[src/logic/fspg_defs.svh]
// Constants for the flash self-program guard: section sizes, timing counts, reset values.
// Assumes word-addressed program flash of 16K words and a single core clock.
`ifndef FSPG_DEFS_SVH
`define FSPG_DEFS_SVH

`define FSPG_ADDR_W          14
`define FSPG_FLASH_TOP       14'h3FFF
`define FSPG_HALTING_SECTION_START      14'h3800
`define FSPG_BOOT_START_0    14'h3800
`define FSPG_BOOT_START_1    14'h3C00
`define FSPG_BOOT_START_2    14'h3E00
`define FSPG_BOOT_START_3    14'h3F00
`define FSPG_ARM_CYCLES      3'h4
`define FSPG_LOCK_RESET      4'hF
`define FSPG_BLOCKED_DATA    8'hFF
`define FSPG_LOCK_APP_WR     0
`define FSPG_LOCK_APP_RD     1
`define FSPG_LOCK_LDR_WR     2
`define FSPG_LOCK_LDR_RD     3

`endif

[src/logic/fspg_pkg.sv]
// Types shared by the flash self-program guard.
// Assumes fspg_defs.svh is on the include path.
`include "fspg_defs.svh"

package fspg_pkg;

	// Command armed by the control register write
	typedef enum logic [2:0] {
		FSPG_CMD_BUFFER,
		FSPG_CMD_ERASE,
		FSPG_CMD_WRITE,
		FSPG_CMD_LOCK_SET,
		FSPG_CMD_REENABLE
	} fspg_cmd_t;

	// Programming engine state
	typedef enum logic [1:0] {
		FSPG_IDLE,
		FSPG_ARMED,
		FSPG_BUSY
	} fspg_state_t;

endpackage : fspg_pkg

[src/logic/fspg_lock_store.sv]
// Boot lock bit store: four bits, one when unprogrammed.
// Assumes the chip-erase strobe comes only from the external programming path.
`timescale 1ns/1ps
`include "fspg_defs.svh"

module fspg_lock_store
	import fspg_pkg::*;
(
	// Clock and control
	input  wire logic       mclk_in,
	input  wire logic       reset_n_in,
	input  wire logic       clk_en_in,
	// Update sources
	input  wire logic       sw_set_in,
	input  wire logic [3:0] sw_data_in,
	input  wire logic       ext_prog_in,
	input  wire logic [3:0] ext_data_in,
	input  wire logic       chip_erase_in,
	// Stored value
	output logic      [3:0] lock_bits_out
);

	logic [3:0] lock_reg;

	// Bits only go to zero except through chip erase; reset loads the erased value, all ones
	always_ff @(posedge mclk_in) begin
		if (!reset_n_in) begin
			lock_reg <= `FSPG_LOCK_RESET;
		end else if (clk_en_in) begin
			if (chip_erase_in) begin
				lock_reg <= `FSPG_LOCK_RESET;
			end else if (ext_prog_in) begin
				lock_reg <= lock_reg & ext_data_in;
			end else if (sw_set_in) begin
				lock_reg <= lock_reg & sw_data_in;
			end
		end
	end

	assign lock_bits_out = lock_reg;

endmodule : fspg_lock_store

[src/logic/fspg_guard.sv]
// Flash self-program guard: decides store and load access, stalls the core, tracks busy.
// Assumes the core presents one-cycle request strobes and a flash macro signals op_done.
`timescale 1ns/1ps
`include "fspg_defs.svh"

// Overview of operation
// - Program-store starts programming only when executed from the loader section.
// - From the loader section, stores may target any flash address, subject to locks.
// - Loader boundary comes from boot size fuses, never from a runtime register.
// - Programming a concurrent-read page keeps the CPU running.
// - Programming a halting-section page stalls the CPU for the whole operation.
// - Stall choice depends on the target page section, not the fetch section.
// - Busy flag reads one while the concurrent-read section is blocked.
// - Loader section lies inside the halting section for every boot size.
// - Lock bits set by software or programmer; cleared only by chip erase or reset.
// - General write-lock mode does not gate program-store writes.
// - General read/write-lock mode does not gate program-load or program-store.
// - App protection mode 1 imposes no restriction on application access.
// - Low app-protection bit programmed blocks stores into the application section.
// - High app-protection bit blocks loader-code loads from the application section.
// - High app-protection bit with loader vectors masks interrupts in application code.
// - Loader protection mode 1 imposes no restriction on loader access.
// - Low loader-protection bit programmed blocks stores into the loader section.
// - High loader-protection bit blocks application-code loads from the loader section.
// - High loader-protection bit with application vectors masks interrupts in loader code.
// - Busy sets on concurrent-section erase or write; clears on reenable or page load.
// - Armed lock-set plus store within four cycles writes lock bits from R0.
// - Store enable stays high until a page erase or write finishes.
module fspg_guard
	import fspg_pkg::*;
(
	// Clock, reset, enable
	input  wire logic        mclk_in,
	input  wire logic        reset_n_in,
	input  wire logic        clk_en_in,
	// Configuration
	input  wire logic [1:0]  boot_size_fuses_in,
	input  wire logic        vectors_in_loader_in,
	// Control register write (one-cycle strobe)
	input  wire logic        ctrl_wr_in,
	input  wire logic        store_enable_in,
	input  wire logic        erase_cmd_in,
	input  wire logic        write_cmd_in,
	input  wire logic        lock_set_command_in,
	input  wire logic        concurrent_read_reenable_in,
	// Core requests
	input  wire logic [13:0] pc_in,
	input  wire logic        store_req_in,
	input  wire logic [13:0] store_addr_in,
	input  wire logic [7:0]  r0_data_in,
	input  wire logic        load_req_in,
	input  wire logic [13:0] load_addr_in,
	input  wire logic [7:0]  load_flash_data_in,
	// Flash macro handshake
	input  wire logic        op_done_in,
	// External programming path
	input  wire logic        ext_prog_in,
	input  wire logic [3:0]  ext_lock_data_in,
	input  wire logic        chip_erase_in,
	// Flash macro commands
	output logic             flash_erase_out,
	output logic             flash_write_out,
	output logic             flash_buffer_out,
	output logic [13:0]      flash_addr_out,
	// Core-facing results
	output logic [7:0]       load_data_out,
	output logic             load_valid_out,
	output logic             cpu_stall_out,
	output logic             irq_disable_out,
	// Status
	output logic             store_enable_out,
	output logic             concurrent_section_busy_out,
	output logic [3:0]       lock_bits_out
);

	// Engine state, latched command and window counter
	fspg_state_t     state_reg;
	fspg_cmd_t       cmd_reg;
	logic [2:0]      arm_cnt_reg;
	logic            halt_op_reg;
	logic            busy_reg;
	// Section decode and access decisions
	logic [13:0]     boot_start;
	logic            pc_in_loader;
	logic            st_tgt_loader;
	logic            ld_tgt_loader;
	logic            st_allowed;
	logic            ld_blocked;
	logic            store_go;
	logic            lock_set_go;
	logic [3:0]      lock_bits;
	// Registered outputs toward the flash macro and the core
	logic [13:0]     addr_reg;
	logic            erase_reg;
	logic            write_reg;
	logic            buffer_reg;
	logic [7:0]      load_data_reg;
	logic            load_valid_reg;

	// Loader start from fuses only; every choice sits at or above the halting boundary
	// A larger loader moves its start down; the halting boundary stays where it is
	always_comb begin
		case (boot_size_fuses_in)
			2'h0:    boot_start = `FSPG_BOOT_START_0;
			2'h1:    boot_start = `FSPG_BOOT_START_1;
			2'h2:    boot_start = `FSPG_BOOT_START_2;
			default: boot_start = `FSPG_BOOT_START_3;
		endcase
	end

	// Section decode of fetch and targets
	assign pc_in_loader  = (pc_in >= boot_start);
	assign st_tgt_loader = (store_addr_in >= boot_start);
	assign ld_tgt_loader = (load_addr_in >= boot_start);

	// Store access decision; general lock modes are deliberately not inputs here
	// Application code is refused outright, so it can never replace the loader
	always_comb begin
		st_allowed = pc_in_loader;
		if (st_tgt_loader) begin
			st_allowed = st_allowed & lock_bits[`FSPG_LOCK_LDR_WR];
		end else begin
			st_allowed = st_allowed & lock_bits[`FSPG_LOCK_APP_WR];
		end
	end

	// Load decision: cross-section reads blocked by the high protection bits
	// Same-section reads are never blocked; only cross-section reads obey the read bits
	always_comb begin
		ld_blocked = 1'b0;
		if (pc_in_loader && !ld_tgt_loader && !lock_bits[`FSPG_LOCK_APP_RD]) begin
			ld_blocked = 1'b1;
		end
		if (!pc_in_loader && ld_tgt_loader && !lock_bits[`FSPG_LOCK_LDR_RD]) begin
			ld_blocked = 1'b1;
		end
	end

	// Interrupt masking in modes 3 and 4 depending on vector placement
	// The mask follows the fetch address combinationally, so it tracks every jump at once
	always_comb begin
		irq_disable_out = 1'b0;
		if (vectors_in_loader_in && !pc_in_loader && !lock_bits[`FSPG_LOCK_APP_RD]) begin
			irq_disable_out = 1'b1;
		end
		if (!vectors_in_loader_in && pc_in_loader && !lock_bits[`FSPG_LOCK_LDR_RD]) begin
			irq_disable_out = 1'b1;
		end
	end

	// A store counts only inside the arming window; a lock set also needs loader code
	assign store_go    = (state_reg == FSPG_ARMED) && store_req_in;
	assign lock_set_go = store_go && (cmd_reg == FSPG_CMD_LOCK_SET) && pc_in_loader;

	// Command arming, four-cycle window and busy hold
	always_ff @(posedge mclk_in) begin
		if (!reset_n_in) begin
			state_reg   <= FSPG_IDLE;
			cmd_reg     <= FSPG_CMD_BUFFER;
			arm_cnt_reg <= 3'h0;
			halt_op_reg <= 1'b0;
		end else if (clk_en_in) begin
			case (state_reg)
				// Control writes are heard only while idle; later ones are dropped
				FSPG_IDLE: begin
					if (ctrl_wr_in && store_enable_in) begin
						state_reg   <= FSPG_ARMED;
						arm_cnt_reg <= `FSPG_ARM_CYCLES;
						if (lock_set_command_in) begin
							cmd_reg <= FSPG_CMD_LOCK_SET;
						end else if (erase_cmd_in) begin
							cmd_reg <= FSPG_CMD_ERASE;
						end else if (write_cmd_in) begin
							cmd_reg <= FSPG_CMD_WRITE;
						end else if (concurrent_read_reenable_in) begin
							cmd_reg <= FSPG_CMD_REENABLE;
						end else begin
							cmd_reg <= FSPG_CMD_BUFFER;
						end
					end
				end
				FSPG_ARMED: begin
					// First store ends the window; a refused one needs a fresh arming write
					if (store_go) begin
						if ((cmd_reg == FSPG_CMD_ERASE || cmd_reg == FSPG_CMD_WRITE)
						    && st_allowed) begin
							state_reg   <= FSPG_BUSY;
							halt_op_reg <= (store_addr_in >= `FSPG_HALTING_SECTION_START);
						end else begin
							state_reg <= FSPG_IDLE;
						end
					end else if (arm_cnt_reg == 3'h1) begin
						state_reg <= FSPG_IDLE;
					end
					arm_cnt_reg <= arm_cnt_reg - 3'h1;
				end
				FSPG_BUSY: begin
					// Hold until the flash macro reports the end of the erase or write
					if (op_done_in) begin
						state_reg   <= FSPG_IDLE;
						halt_op_reg <= 1'b0;
					end
				end
				default: begin
					// Unused encoding falls back to idle
					state_reg <= FSPG_IDLE;
				end
			endcase
		end
	end

	// Store enable high while armed or programming
	assign store_enable_out = (state_reg != FSPG_IDLE);

	// Stall only when the programmed page is in the halting section
	// The fetch address plays no part, so loader code writing a halting page still stops
	assign cpu_stall_out = (state_reg == FSPG_BUSY) && halt_op_reg;

	// Concurrent-section busy tracking
	// Completion alone never clears the flag: software must reenable or load a page buffer first, so fetches
	// from a freshly written page cannot slip in before the flash has settled
	always_ff @(posedge mclk_in) begin
		if (!reset_n_in) begin
			busy_reg <= 1'b0;
		end else if (clk_en_in) begin
			if (store_go && st_allowed && (store_addr_in < `FSPG_HALTING_SECTION_START)
			    && (cmd_reg == FSPG_CMD_ERASE || cmd_reg == FSPG_CMD_WRITE)) begin
				busy_reg <= 1'b1;
			end else if (store_go && st_allowed && (cmd_reg == FSPG_CMD_BUFFER)) begin
				busy_reg <= 1'b0;
			end else if (store_go && (cmd_reg == FSPG_CMD_REENABLE)) begin
				busy_reg <= 1'b0;
			end
		end
	end

	// Busy flag as seen by software
	assign concurrent_section_busy_out = busy_reg;

	// Flash macro command strobes; blocked stores raise nothing
	// The address is taken at every store in the window, so the macro sees a stable page
	always_ff @(posedge mclk_in) begin
		if (!reset_n_in) begin
			erase_reg  <= 1'b0;
			write_reg  <= 1'b0;
			buffer_reg <= 1'b0;
			addr_reg   <= 14'h0000;
		end else if (clk_en_in) begin
			erase_reg  <= store_go && st_allowed && (cmd_reg == FSPG_CMD_ERASE);
			write_reg  <= store_go && st_allowed && (cmd_reg == FSPG_CMD_WRITE);
			buffer_reg <= store_go && st_allowed && (cmd_reg == FSPG_CMD_BUFFER);
			if (store_go) begin
				addr_reg <= store_addr_in;
			end
		end
	end

	// Strobes and address straight from flip-flops
	assign flash_erase_out  = erase_reg;
	assign flash_write_out  = write_reg;
	assign flash_buffer_out = buffer_reg;
	assign flash_addr_out   = addr_reg;

	// Load result; blocked reads give all ones
	// Valid follows every request, blocked or not, so the core never waits on a refusal
	always_ff @(posedge mclk_in) begin
		if (!reset_n_in) begin
			load_data_reg  <= 8'h00;
			load_valid_reg <= 1'b0;
		end else if (clk_en_in) begin
			load_valid_reg <= load_req_in;
			if (load_req_in) begin
				load_data_reg <= ld_blocked ? `FSPG_BLOCKED_DATA : load_flash_data_in;
			end
		end
	end

	// Load result from flip-flops
	assign load_data_out  = load_data_reg;
	assign load_valid_out = load_valid_reg;

	// Lock bit storage
	// Only the low nibble of the working register carries lock bits
	fspg_lock_store u_lock_store (
		.mclk_in       (mclk_in),
		.reset_n_in    (reset_n_in),
		.clk_en_in     (clk_en_in),
		.sw_set_in     (lock_set_go),
		.sw_data_in    (r0_data_in[3:0]),
		.ext_prog_in   (ext_prog_in),
		.ext_data_in   (ext_lock_data_in),
		.chip_erase_in (chip_erase_in),
		.lock_bits_out (lock_bits)
	);

	// Stored lock bits shown to software
	assign lock_bits_out = lock_bits;

endmodule : fspg_guard

[config.mk]
export PLATFORM = sky130hd
export DESIGN_NAME = fspg_guard
export DESIGN_NICKNAME = d
export VERILOG_FILES = /design/src/logic/fspg_pkg.sv /design/src/logic/fspg_lock_store.sv /design/src/logic/fspg_guard.sv
export VERILOG_INCLUDE_DIRS = /design/src /design/src/logic
export SDC_FILE = /design/constraint.sdc
export NUM_CORES = 1
export LEC_CHECK = 0
export ABC_AREA = 1
export BUFFER_PORTS_ARGS = -buffer_cell sky130_fd_sc_hd__buf_2
export CORE_MARGIN = 3
export CORE_UTILIZATION = 39
export CTS_BUF_LIST = sky130_fd_sc_hd__clkbuf_8 sky130_fd_sc_hd__clkbuf_16
export CTS_CLUSTER_SIZE = 24
export DETAILED_ROUTE_END_ITERATION = 12
export PLACE_DENSITY_LB_ADDON = 0.1
export SLEW_MARGIN = 30
export SYNTH_ARGS = -nofsm -noshare
export SYNTH_HDL_FRONTEND = slang
export SYNTH_HIERARCHICAL = 1
export SYNTH_SLANG_ARGS = --single-unit
[constraint.sdc]
create_clock -name mclk_in -period 1.69 [get_ports mclk_in]
set_input_delay 0.169 -clock mclk_in [delete_from_list [all_inputs] [get_ports mclk_in]]
set_output_delay 0.169 -clock mclk_in [all_outputs]
set_load 0.02 [all_outputs]
======== Yosys cells after proc, flatten, opt, wreduce, memory -nomap -nowiden ========
Cells that the tools add are included.
word-level totals
  input bits .............................. 79
  output and inout bits ................... 34
  register bits ........................... 40
cells by class
  eq/ne operators ......................... 14
  order comparisons ....................... 5
  bitwise operators ....................... 4
  add/subtract/negate cells ............... 1
  reduce and logical (&&, ||, !) cells .... 43
  mux-type cells .......................... 29
operators with widths
  kind                                                 count
  >= comparator 14 bit                                 3
  case mux 11 bit (3 select lines)                     1
  logical AND 1 bit                                    21
  2-to-1 mux 3 bit                                     5
  >= comparator 14 bit (second input constant)         1
  less-than comparator 14 bit (second input constant)  1
  2-to-1 mux 4 bit                                     3
  2-to-1 mux 1 bit                                     11
  2-to-1 mux 2 bit                                     5
  bitwise AND 4 bit                                    2
  2-to-1 mux 8 bit                                     1
  AND reduction 2 bit                                  4
  == test 3 x 1 -> 1 bit (second input constant)       2
  == test 3 x 2 -> 1 bit (second input constant)       2
  != test 2 bit (second input constant)                3
  case mux 2 bit (3 select lines)                      1
  case mux 3 bit (2 select lines)                      1
  AND reduction 3 bit                                  2
  nonzero test 2 bit                                   3
  nonzero test 3 bit                                   2
  zero test 1 bit                                      5
  AND reduction 5 bit                                  1
  == test 2 x 1 -> 1 bit (second input constant)       2
  == test 2 bit (second input constant)                2
  10 further kinds                                     12

======== Logic depth before layout (Yosys ltp) ========
  depth in word-level cells ............... 10
  gate-level depth with buffers ........... 13
  depth with buffers taken out ............ 13

======== By module ========
The synthesis kept the hierarchy.
modules (own cells, without submodules)
  module           cells an instance  instances  area an instance (µm²)  seq. area each (µm²)
  fspg_guard       271                1          1843.0                  720.7
  fspg_lock_store  40                 1          226.5                   80.1

======== Worst setup path before layout ========
No wires, ideal clock.
  path type ............................... input -> output
  from .................................... input port boot_size_fuses_in[1]
  to ...................................... output port irq_disable_out
  cell stages on the path ................. 8
  data arrival time ....................... 1.359 ns
  slack ................................... 0.162 ns
  data required time ...................... 1.521 ns
  path buffers ............................ 0
  cells stage by stage .................... nor2_1 -> ha_1 -> nand2_1 -> nor2_1 -> nand2_1 -> nand2_1 -> inv_2 -> o31ai_1
between the ends
  longest elaborated chain between the ends .. 8
RTL lines
  what                                   line               text
  start: declaration                     fspg_guard.sv:37   input wire logic [1:0] boot_size_fuses_in,
  == test 2 bit (tied with other cells)  fspg_guard.sv:103  case (boot_size_fuses_in)
  case mux 11 bit (3 select lines) *     fspg_guard.sv:103
  >= comparator 14 bit *                 fspg_guard.sv:112  assign pc_in_loader = (pc_in >= boot_start);
  zero test 1 bit                        fspg_guard.sv:143  if (vectors_in_loader_in && !pc_in_loader && !lock_bits[`FSPG_LOCK_APP_RD]) begin
  logical AND 1 bit (2 in series)        fspg_guard.sv:143
  2-to-1 mux 1 bit                       fspg_guard.sv:143
  2-to-1 mux 1 bit *                     fspg_guard.sv:146  if (!vectors_in_loader_in && pc_in_loader && !lock_bits[`FSPG_LOCK_LDR_RD]) begin
  end: declaration                       fspg_guard.sv:69   output logic irq_disable_out,
Every way passes the cells marked *; elsewhere a longest branch is shown, timed or not.

======== Worst setup path after layout ========
Ends and elaborated chain as after synthesis.

==> impl_results.md <==
- Hold_ws: 0.1002 ns
- Number of synthesized flops with an enable pin: 0
- GR Overflow Total: 0
- Final period utilization: between 90% and 100%
- Area fraction of the dominant cell type after synthesis: 38.69%
- Cell taking the most area after synthesis: dfxtp_1
- Drt initial violations: 64
- Worst-Margin Slew: between 0.6 and 0.7 ns
- Final Hold Violating Endpoints: 0
- Crit path max fanout: 4
- CORE AREA: 4911 um^2
- Area of the die: 6217 um^2
- Internal Dissipation: 0.001468 W
- Clock network power share: about a third
- Synth top area cells: dfxtp_1, nand2_1, nor2_1, inv_1, a21oi_1
- Hpwl dp: 3888 um
- Seq pwr share: 49.2%
- Crit path time final: around 1.5 ns
- I/O Pins: 113
- Syn nets: 398
- Power per cell area: 754.1 nW/um^2
- Sw Ratio: 28.54%
- Largest register FFs: 14
- DRC viols: 0
- Logic pwr share: 18.4%
- Max Cap Violations: 0
- Slew HR: 56.80%
- Crit path kind: input port to primary output
- Synth cell count leaders: nand2_1, nor2_1, inv_1, dfxtp_1
- Syn_area_per_cell: 6.654 um^2
- Starting Density: 42.14%
- Setup TNS: 0 ns
- Clock tree sinks: 40
- Worst EP arrival: 1.38 ns
- Worst skew pair latency: 0.29 ns
- H-Tree Depth: 2
- Die height: 78.85 um
- Via count: 2178
- Pleak: about 1.5 nW
- Yosys warns: 6
- Crit start category: input port
- ANT nets after route: 0
- Library cells used by synthesis: 28
- GR Util All Layers: between 10% and 20%
- Synthesis-to-layout area growth: 31.62%
- Final wirelength: 5054 um
- Worst-case clock buffer depth: 2
- Max Slew Vio Count: 0
- Power Total: a little over 0.002 W
- Switching power of the nets: 0.0005863 W
- CTS root buf: clkbuf_8
- CP required: between 1.5 and 2 ns
- N_diodes: 0
- Cell Area, Synth: 2069 um^2
- Post-CTS Setup Bufs: 0
- IO Port Bufs: 92
- Number of global-route vias before repair: approximately 2.0k
- Routed wire length per instance: 10.60 um
- Hold Buf Count CTS: 0
- Worst Setup End Kind: primary output
- Via density per instance: 4.566
- Skew final: 0.005156 ns
- Fin nets: 496
- Pre-antenna DRT Iters: 4
- Layout cell share with drive strength beyond 1: 29.27%
- Max IR drop VDD: 0.4656 mV
- FP Rows: 25
- First-pass GRT wire length: approximately 8500 um
- Worst hold path type: input port to register
- Cells after synthesis: around 310
- Post-synthesis register bit count: 40
- Most frequent cell after synthesis: nand2_1
- CTS Buf Count: 5
- Setup violators final: 0
- Status: completed
- Predominant post-synthesis flop cell: dfxtp_1
- Post-CTS sizing: 0
- Clock transition at path regs: 0.08 ns
- RePlAce Congestion: 0.7471
- Largest net degree at the start of global routing: 21
- Initial antenna violation count: 0
- Die width: 78.85 um
- Async S/R FF share, synth: 0%
- Post-synthesis sequential area ratio: 38.69%
- CTS tree: yes
- Achievable Freq: around 0.65 GHz
[cell type report]
class                      count  area (um^2)
clock inverter                 2        15.01
timing repair buffer          97        498.0
clock buffer                   6        82.58
inverter                      56        212.7
tap                           67        83.83
sequential                    40        800.8
fill                         522         2187
multi-input combinational    209         1031
[path summary, 6_finish.rpt]
kind / from / to / slack [ns] / cells after the start
setup / recovery: boot_size_fuses_in[1] / irq_disable_out / 0.15 / 11
hold / removal: store_addr_in[0] / flash_addr_out[0] / 0.10 / 3
hold reg to reg: flash_write_out / flash_write_out / 0.47 / 2
setup reg to reg: state_reg[0] / u_lock_store/lock_bits_out[2] / 0.24 / 11
[cell usage in the layout, fill, tap and decap left out, drive strengths merged]
cell type  Yosys  layout
a211oi         2       2
a21boi         1       1
a21oi         23      23
a221oi         2       2
a31oi          1       1
buf            3      97
clkbuf         3       6
clkinvlp       0       2
dfxtp         40      40
ha             8       8
inv           56      56
nand2         64      64
nand3         23      23
nand4          6       6
nor2          54      54
nor3           3       3
o21ai         21      21
o31ai          1       1
[per-layer routing]
metal  global-route usage [%]  wire length [um]
met1                    22.59              2450
met2                    26.99              2165
met3                    5.102               387
met4                    4.639                50
met5                        0                 0
[cell families after synthesis]
group | Yosys count | share of synthesized area [%]
compound gates | 51 | 13.42
fa+ha+maj | 8 | 4.837
buf+inv | 62 | 11.61
flops | 40 | 38.69
simple gates | 150 | 31.44
[power by group through the flow]
stage,combinational [W],clock [W],sequential (W)
floorplan,0.000184,0,0.00107
global placement,0.000373,0,0.00103
detailed placement,0.000380,0,0.00103
CTS,0.000381,0.000690,0.00101
global route,0.000435,0.000738,0.00102
finish,0.000377,0.000665,0.00101
[critical path: stages]
cell     delay [ns]
buf_2          0.12
nor2_1         0.16
ha_1           0.26
nand2_1        0.07
nor2_1         0.03
nand2_1        0.06
nand2_2        0.08
inv_2          0.09
nand3_1        0.07
o31ai_1        0.06
buf_2          0.20
[stage by stage]
stage / instance area, um^2 / worst slack [ns] / std cells / utilization [%]
2_1_floorplan: 2069 / 0.1618 / 311 / -
3_3_place_gp: 2624 / -0.01151 / 469 / 53.43
3_5_place_dp: 2624 / -0.02669 / 469 / 53.43
4_1_cts: 2721 / 0.07712 / 477 / 55.41
5_1_grt: 2724 / -0.01507 / 477 / 55.46
6_report: 2724 / 0.1451 / 477 / 55.46
No activity file was read; power rests on OpenSTA's default activity.
